==> config.mk <==
export PLATFORM = sky130hd
export DESIGN_NAME = byte_load_indirect_offset
export DESIGN_NICKNAME = d
export VERILOG_FILES = /design/src/byte_field_extract.v /design/src/byte_load_indirect_offset.v
export VERILOG_INCLUDE_DIRS = /design/src /design/src/src
export SDC_FILE = /design/constraint.sdc
export NUM_CORES = 1
export LEC_CHECK = 0
export BUFFER_PORTS_ARGS = -buffer_cell sky130_fd_sc_hd__buf_2
export CAP_MARGIN = 20
export CORE_ASPECT_RATIO = 1.5
export CORE_MARGIN = 5
export CORE_UTILIZATION = 35
export CTS_CLUSTER_SIZE = 28
export DETAILED_ROUTE_END_ITERATION = 8
export GPL_TIMING_DRIVEN = 1
export PLACE_DENSITY = 0.58
export SLEW_MARGIN = 15
export SYNTH_ARGS = -nofsm -noshare
export SYNTH_HDL_FRONTEND = slang
export SYNTH_SLANG_ARGS = --single-unit
==> constraint.sdc <==
create_clock -name i_mclk -period 4.4 [get_ports i_mclk]
set_clock_uncertainty 0.15 [all_clocks]
set_input_delay 0.44 -clock i_mclk [delete_from_list [all_inputs] [get_ports i_mclk]]
set_output_delay 0.44 -clock i_mclk [all_outputs]
set_load 0.03 [all_outputs]
==> src/byte_load_defines.vh <==
// constants for the indirect-with-displacement byte load
`ifndef BYTE_LOAD_DEFINES_VH
`define BYTE_LOAD_DEFINES_VH
`define OPC_HI            7'h57
`define OPC_MSB           15
`define OPC_LSB           9
`define SRC_MSB           8
`define SRC_LSB           5
`define FSEL_BIT          4
`define DST_MSB           3
`define DST_LSB           0
`define FIELD_BITS        8
`define STATES_FAST       4'h5
`define STATES_SLOW       4'hb
`endif

==> src/byte_field_extract.v <==
// extracts an 8-bit field at a bit offset of 0 to 15 from two memory words
`timescale 1ns/1ns
module byte_field_extract #(
  parameter WORD_W = 16
) (
  input  wire [2*WORD_W-1:0] i_words,
  input  wire [3:0]          i_bit_off,
  output wire [7:0]          o_byte
);
  wire [2*WORD_W-1:0] shifted;
  assign shifted = i_words >> i_bit_off;
  assign o_byte  = shifted[7:0]; // RL2
endmodule

==> src/byte_load_indirect_offset.v <==
// execution of the byte move instruction, indirect with displacement to register
// Contract
// RL1: address is pointer plus signed 16-bit displacement
// RL2: fetch exactly 8 bits at that address
// RL3: right-align byte, sign extend to 32
// RL4: compare loaded field to zero, set flags
// RL5: both registers from one file select
// RL6: aligned byte finishes in 5 or 11 states
// RL7: two-word instruction, displacement in second word
`timescale 1ns/1ns
`include "byte_load_defines.vh"
module byte_load_indirect_offset #(
  parameter ADDR_W = 32,
  parameter WORD_W = 16
) (
  input  wire                i_mclk,
  input  wire                i_rst_n,
  input  wire                i_insn_valid,
  input  wire [WORD_W-1:0]   i_insn_word0,
  input  wire [WORD_W-1:0]   i_insn_word1,
  input  wire                i_slow_path,
  output wire                o_insn_ready,
  output reg                 o_illegal,
  output reg  [4:0]          o_rf_rd_idx,
  input  wire [31:0]         i_rf_rd_data,
  output reg                 o_mem_req,
  output reg  [ADDR_W-1:0]   o_mem_addr,
  input  wire                i_mem_ack,
  input  wire [2*WORD_W-1:0] i_mem_data,
  output reg                 o_rf_we,
  output reg  [4:0]          o_rf_wr_idx,
  output reg  [31:0]         o_rf_wr_data,
  output reg                 o_flag_we,
  output reg                 o_flag_n,
  output reg                 o_flag_z,
  output reg                 o_flag_v,
  output reg                 o_done
);
  // sequencer states
  localparam ST_IDLE  = 3'h0;
  localparam ST_ADDR  = 3'h1;
  localparam ST_FETCH = 3'h2;
  localparam ST_WAIT  = 3'h3;
  localparam ST_WB    = 3'h4;

  reg               rst_m_ff;
  reg               rst_s_ff;
  reg  [2:0]        state_ff;
  reg  [2:0]        nxt_state;
  reg  [3:0]        cnt_ff;
  reg  [3:0]        nxt_cnt;
  reg  [3:0]        target_ff;
  reg  [4:0]        dst_ff;
  reg  [15:0]       disp_ff;
  reg  [7:0]        byte_ff;
  wire              rst_n;
  wire [7:0]        fetched;
  wire              opc_ok;
  wire              take;
  wire [ADDR_W-1:0] eff_addr;

  // pointer and destination share the file select bit
  function [4:0] ptr_index;
    input [WORD_W-1:0] word;
    begin
      ptr_index = {word[`FSEL_BIT], word[`SRC_MSB:`SRC_LSB]}; // RL5
    end
  endfunction

  function [4:0] dst_index;
    input [WORD_W-1:0] word;
    begin
      dst_index = {word[`FSEL_BIT], word[`DST_MSB:`DST_LSB]}; // RL5
    end
  endfunction

  // right-aligned byte with its msb copied upward
  function [31:0] sign_fill;
    input [7:0] field;
    begin
      sign_fill = {{24{field[7]}}, field}; // RL3
    end
  endfunction

  always @(posedge i_mclk or negedge i_rst_n) begin
    if (!i_rst_n) begin
      rst_m_ff <= 1'b0;
      rst_s_ff <= 1'b0;
    end else begin
      rst_m_ff <= 1'b1;
      rst_s_ff <= rst_m_ff;
    end
  end
  assign rst_n = rst_s_ff;

  assign opc_ok = (i_insn_word0[`OPC_MSB:`OPC_LSB] == `OPC_HI); // RL7
  // instruction accepted at this edge
  assign take = o_insn_ready && i_insn_valid && opc_ok;
  assign o_insn_ready = (state_ff == ST_IDLE);
  // sign-extended displacement added to pointer
  assign eff_addr = i_rf_rd_data[ADDR_W-1:0] +
                    {{(ADDR_W-16){disp_ff[15]}}, disp_ff}; // RL1

  // field starts at the low bits of the bit address
  byte_field_extract #(
    .WORD_W (WORD_W)
  ) u_extract (
    .i_words   (i_mem_data),
    .i_bit_off (o_mem_addr[3:0]),
    .o_byte    (fetched)
  );

  always @* begin
    nxt_state = state_ff;
    nxt_cnt   = cnt_ff + 4'h1;
    case (state_ff)
      ST_IDLE: begin
        nxt_cnt = 4'h0;
        if (i_insn_valid && opc_ok) begin
          nxt_state = ST_ADDR;
          nxt_cnt   = 4'h1;
        end
      end
      ST_ADDR: begin
        nxt_state = ST_FETCH;
      end
      ST_FETCH: begin
        if (i_mem_ack) begin
          nxt_state = ST_WAIT;
        end
      end
      ST_WAIT: begin
        // a late ack shortens the slow-path wait, the count keeps running through the fetch
        if (cnt_ff >= target_ff - 4'h1) begin
          nxt_state = ST_WB; // RL6
        end
      end
      ST_WB: begin
        nxt_state = ST_IDLE;
        nxt_cnt   = 4'h0;
      end
      default: nxt_state = ST_IDLE;
    endcase
  end

  // state and machine-state counter
  always @(posedge i_mclk or negedge rst_n) begin
    if (!rst_n) begin
      state_ff  <= ST_IDLE;
      cnt_ff    <= 4'h0;
      target_ff <= `STATES_FAST;
    end else begin
      state_ff <= nxt_state;
      cnt_ff   <= nxt_cnt;
      if (take) begin
        target_ff <= i_slow_path ? `STATES_SLOW : `STATES_FAST; // RL6
      end
    end
  end

  // instruction capture and pointer read index
  always @(posedge i_mclk or negedge rst_n) begin
    if (!rst_n) begin
      dst_ff      <= 5'h00;
      disp_ff     <= 16'h0000;
      o_rf_rd_idx <= 5'h00;
      o_illegal   <= 1'b0;
    end else begin
      o_illegal <= o_insn_ready && i_insn_valid && !opc_ok; // RL7
      if (take) begin
        dst_ff      <= dst_index(i_insn_word0); // RL5
        o_rf_rd_idx <= ptr_index(i_insn_word0); // RL5
        disp_ff     <= i_insn_word1[15:0]; // RL7
      end
    end
  end

  // memory request held until acknowledged
  // data is only valid in the cycle of the acknowledge
  always @(posedge i_mclk or negedge rst_n) begin
    if (!rst_n) begin
      o_mem_req  <= 1'b0;
      o_mem_addr <= {ADDR_W{1'b0}};
      byte_ff    <= 8'h00;
    end else begin
      if (state_ff == ST_ADDR) begin
        o_mem_addr <= eff_addr; // RL1
        o_mem_req  <= 1'b1;
      end else if (state_ff == ST_FETCH && i_mem_ack) begin
        o_mem_req <= 1'b0;
        byte_ff   <= fetched; // RL2
      end else if (state_ff != ST_FETCH) begin
        o_mem_req <= 1'b0;
      end
    end
  end

  // write-back strobes pulse for one cycle
  always @(posedge i_mclk or negedge rst_n) begin
    if (!rst_n) begin
      o_rf_we      <= 1'b0;
      o_rf_wr_idx  <= 5'h00;
      o_rf_wr_data <= 32'h0000_0000;
      o_flag_we    <= 1'b0;
      o_flag_n     <= 1'b0;
      o_flag_z     <= 1'b0;
      o_flag_v     <= 1'b0;
      o_done       <= 1'b0;
    end else begin
      o_rf_we   <= (state_ff == ST_WB);
      o_flag_we <= (state_ff == ST_WB);
      o_done    <= (state_ff == ST_WB);
      if (state_ff == ST_WB) begin
        o_rf_wr_idx  <= dst_ff;
        o_rf_wr_data <= sign_fill(byte_ff); // RL3
        o_flag_n     <= byte_ff[7]; // RL4
        o_flag_z     <= (byte_ff == 8'h00); // RL4
        o_flag_v     <= 1'b0;
      end
    end
  end
endmodule

======== Word-level counts from Yosys, hierarchy flattened ========
Cells that the tools add are included.
operators by class
  shifts and indexed selects .............. 1
  order comparisons ....................... 1
  reduce and logical (&&, ||, !) cells .... 11
  multiplexer cells ....................... 10
  bitwise logic cells ..................... 1
  eq/ne operators ......................... 9
  $add $sub $neg .......................... 3
operator list
  cell                                                                 count
  32-bit adder                                                         1
  32-bit by 4-bit right shift with 8-bit output                        1
  3-bit one-hot mux with 4 select lines                                1
  3-bit two-way mux                                                    3
  8-bit zero test                                                      1
  4-bit one-hot mux with 2 select lines                                1
  7-bit == test (second input constant)                                1
  3-bit by 2-bit == test with 1-bit output (second input constant)     2
  1-bit logical AND                                                    5
  4-bit by 1-bit adder with 4-bit output (second input constant)       1
  4-bit greater-or-equal comparator                                    1
  1-bit two-way mux                                                    4
  4-bit two-way mux                                                    1
  2-bit != test (second input constant)                                2
  4-bit by 1-bit subtractor with 4-bit output (second input constant)  1
  3-bit by 1-bit == test with 1-bit output (second input constant)     1
  3-bit == test (second input constant)                                1
  3-bit zero test                                                      1
  3-bit by 2-bit != test with 1-bit output (second input constant)     1
  3-bit AND reduction                                                  1
  3-bit nonzero test                                                   1
  2-bit by 1-bit != test with 1-bit output (second input constant)     1
  2-bit AND reduction                                                  1
  1-bit zero test                                                      1
  1-bit NOT                                                            1
word-level totals
  output and inout port bits .............. 83
  word-level logic and storage cells ...... 53
  register bits after elaboration ......... 97

======== Logic depth before layout (Yosys ltp) ========
  depth after elaboration ................. 4
  gate-level depth with buffers ........... 9

======== Hierarchy ========
A second synthesis with hierarchy kept.
unflattened totals
  cells, all modules ...................... 594
  area, all modules ....................... 6,158.4 um2
by module, submodules not included
  module                     cells an instance  sequential area each (um2)  instances  area each (um2)
  byte_load_indirect_offset  539                2,328.5                     1          5,461.5
  byte_field_extract         55                 0.0                         1          696.9

======== Worst setup path before layout ========
No wires, ideal clock.
  path type ............................... reg2reg
  from .................................... register disp_ff[15]
  to ...................................... register o_mem_addr[31]
  slack ................................... 1.667 ns
  period minus slack after synthesis ...... 2.733 ns
  data arrival time ....................... 2.514 ns
  stages on the path, launching flop included .. 10
  cells stage by stage .................... dfrtp_1 -> ha_1 -> buf_6 -> a21o_1 -> o21bai_4 -> a221o_1 -> a21oi_2 -> o21ai_1 -> or4_1 -> nand3_1
between the ends
  cells in the longest elaborated chain, start to end .. 1
RTL lines
  item                    RTL line                         text
  from (decl)             byte_load_indirect_offset.v:54   reg [15:0] disp_ff;
  from (signal assigned)  byte_load_indirect_offset.v:173  disp_ff <= i_insn_word1[15:0];
  32-bit adder            byte_load_indirect_offset.v:101  assign eff_addr = i_rf_rd_data[ADDR_W-1:0] +
  to (signal assigned)    byte_load_indirect_offset.v:183  o_mem_addr <= {ADDR_W{1'b0}};
  to (signal assigned)    byte_load_indirect_offset.v:187  o_mem_addr <= eff_addr;
  to (decl)               byte_load_indirect_offset.v:27   output reg [ADDR_W-1:0] o_mem_addr,
No other way between the ends.
A chain may end at the register's enable or synchronous reset.

======== Worst setup path after layout ========
  from .................................... register disp_ff[15]
  to ...................................... register o_mem_addr[29]
Same word-level chain as after synthesis.

==> impl_metrics.ini <==
[synthesis]
postSynth.asyncResetShare = 1.00
yosys.cell_types.count = 59
yosys.area_share.xor_xnor = 0.0340
synth-main-ff-cell = dfrtp_1
synth.cell_area_um2 = 6190
postSynthAreaPerCell_um2 = 9.58
synth.area.top_cells = dfrtp_1, mux2_2, ha_1, nand2_1, o21ai_0
post_synth_most_frequent_cells = dfrtp_1, nand2_1, o21ai_0
yosys_warnings = 0
synth_top_family_by_area = compound AO/OA/AOI/OAI gates
synth_top_cell_area_share = 0.372
synth_compound_gate_area_share = 0.180
synth_fp_nets = 783
synth_seq_cells = 93
synth_adder_area_share = 0.0740
synth_edf_count = 0
synth.mux.area_fraction = 0.137
synth.yosys.seq_area_share = 0.376
post_synth_inst_count = 646
synth_most_common_cell = dfrtp_1
synthSimpleGateAreaFrac = 0.130
biggest_area_consumer_among_synthesized_cells = dfrtp_1

[run]
max_cap_viol_count = 0

[final_layout]
regArea_um2 = 2330
fill_cells = 1763
share_of_post_route_cells_with_drive_strength_above_1 = 0.329
post_layout_nonfiller_instances = 991
syn_to_final_growth_pct = 18.5
area_occupied_by_multi_input_gates_um2 = 3440
fin_nets = 909
stdcell_area_um2 = 7330

[timing]
finalSetupViolations = 0
report.final.slew_viol_count = 0
finalHoldViolations = 0
finalCritPeriodShare = 0.719
max_slew_margin = 0.408
max_slew.worst_pin.slew_ps = 888
finalSetupTns_ps = 0
rsz0062_at_grt = no
fin_crit_ps = 3160
max_freq_ghz = 0.316

[placed_design]
placedInstanceArea_um2 = 6990
hpwlAfterDp_mm = 12.7
finalWeightedCongestion = 0.872
placedCellCount = 973
portBuffers = 173

[drt]
via_count = 5067
route.detailed.vias_per_inst = 5.11
drt_first_iter_violations = 209
wire_per_inst_um = 16.3
drt.antenna.violating_nets = 0
detail_route.drc_violations = 0
drt_first_pass_iters = 4
wirelength_mm = 16.1

[global_route]
vias_in_the_first_global_route = 5283
first_pass_grt_wire_length_mm = 26.6
overall_track_demand_over_capacity_in_global_routing = 0.156
antenna_violations_before_repair = 0
global_route.overflow_total = 0
maximum_number_of_pins_on_one_net_before_global_route_repair = 59

[power_and_ir_drop]
pwr_dens_nw_per_um2 = 586
total_design_power_mw = 4.30
ir_worst_vdd_uv = 413
total_leakage_power_nw = 3.81

[die]
design.die.area_um2 = 20500
start_util = 0.357
fp.dieH_um = 173
core_area_um2 = 17300
num_rows = 59
die_span_x_um = 119
ioPinCount = 184

[clocking]
clock_sink_count = 93
ctsRootBufferMaster = clkbuf_16
clock_latency_ps = 340
cts_made_buffers = 9
postCtsResizedCells = 0
clk_pin_slew_ps = 70
tritoncts = yes
clk_path_buf_depth = 2
cts_htree_levels = 3

[setup_path]
crit_required_ps = 4460
largest_fanout_on_the_critical_path = 18
startpoint_type = register
worst_path_arrival_time_ps = 3220
cp-end-kind = register
criticalPathCategory = reg2reg

[outcome]
result_of_the_run = complete, no violations

[hold_path]
hp-class = in2reg
==> cells in the final DEF (no fill, tap or decap), drive strengths merged, types with 9 or more instances in the layout <==
cell and instances:
ha 35, a21oi 35, inv 17, nand4 9
clkbuf 10, buf 177, mux2 44, nor2 27
xor2 13, a21o 23, nand2 85, dfrtp 92
o21ai 53, nor3 10, xnor2 11, o21a 10
mux2i 17, nand3 16
==> state kept, by name, indices dropped and copies added (netlist names), 2 cells and up <==
signal	cells
o_mem_addr	32
disp_ff	16
byte_ff	8
o_rf_wr_data	8
o_rf_rd_idx	5
o_rf_wr_idx	5
cnt_ff	4
dst_ff	4
state_ff	3
target_ff	2
==> final timing paths <==
check	start	to	slack [ps]	cells after the start
worst max-delay path	disp_ff[15]$_DFFE_PN0P_	o_mem_addr[29]$_DFFE_PN0P_	1240	7
worst min-delay path	i_slow_path	target_ff[2]$_DFFE_PN1P_	100	2
worst max register to register	disp_ff[15]$_DFFE_PN0P_	o_mem_addr[29]$_DFFE_PN0P_	1240	7
worst min register to register	rst_m_ff$_DFF_PN0_	rst_n$_DFF_PN0_	210	0
max in group asynchronous	rst_n$_DFF_PN0_	byte_ff[2]$_DFFE_PN0P_	2860	1
min in group asynchronous	i_rst_n	rst_n$_DFF_PN0_	270	2
==> metrics by stage <==
step | util | hold slack [ps] | setup slack, ps
after floorplan | - | -5.59 | 1470
after global placement | 0.403 | 75.1 | 1140
after detailed placement | 0.403 | 75.9 | 1130
after CTS | 0.422 | 89.6 | 1290
after global routing | 0.422 | 97.7 | 1040
final | 0.423 | 103 | 1240
==> power breakdown <==
group          leakage [nW]  total [mW]  switching (mW)  internal (mW)
logic                  2.45        2.00            1.28          0.719
registers              1.20        1.44           0.311           1.13
clock network         0.164       0.864           0.345          0.519
==> timing repair <==
action / in CTS / in global routing
hold endpoints to repair: 2 / 0
setup endpoints to repair: 0 / 0
hold buffers: 1 / 0
buffers inserted: 0 / 0
==> cell families (layout without fill, tap and decap cells) <==
| group | Yosys count | count (layout) |
|---|---|---|
| AO/OA/AOI/OAI | 169 | 169 |
| XOR/XNOR | 24 | 24 |
| adder cells (fa/ha/maj) | 36 | 36 |
| buffers and inverters | 77 | 208 |
| flip-flops | 93 | 93 |
| multiplexers | 69 | 69 |
| other | 2 | 3 |
| AND/OR/NAND/NOR | 176 | 176 |
==> critical path: stages (launching register included) <==
cell     delay [ps]
dfrtp_1         650
ha_1            580
nand4_1         220
nor4_1          390
o21ai_0         260
a31oi_1         430
mux2i_1         250
o21ai_0          90
==> area by class of cell <==
type	instances	share of cell area
multi-input combinational	476	0.469
sequential	93	0.318
inverter	14	0.00717
clock inverter	6	0.0125
clock buffer	10	0.0326
timing repair buffer	178	0.124
tap	213	0.0364
antenna	1	0.000341
==> metal layers <==
metal / share of wire / global-route usage / up-vias
met1: 0.40 / 0.187 / 2366
met2: 0.53 / 0.285 / 132
li1: - / - / 2557
met4: 0.014 / 0.0397 / 0
met5: 0 / 0 / -
met3: 0.058 / 0.0301 / 12
No activity file was read; power rests on OpenSTA's default activity.
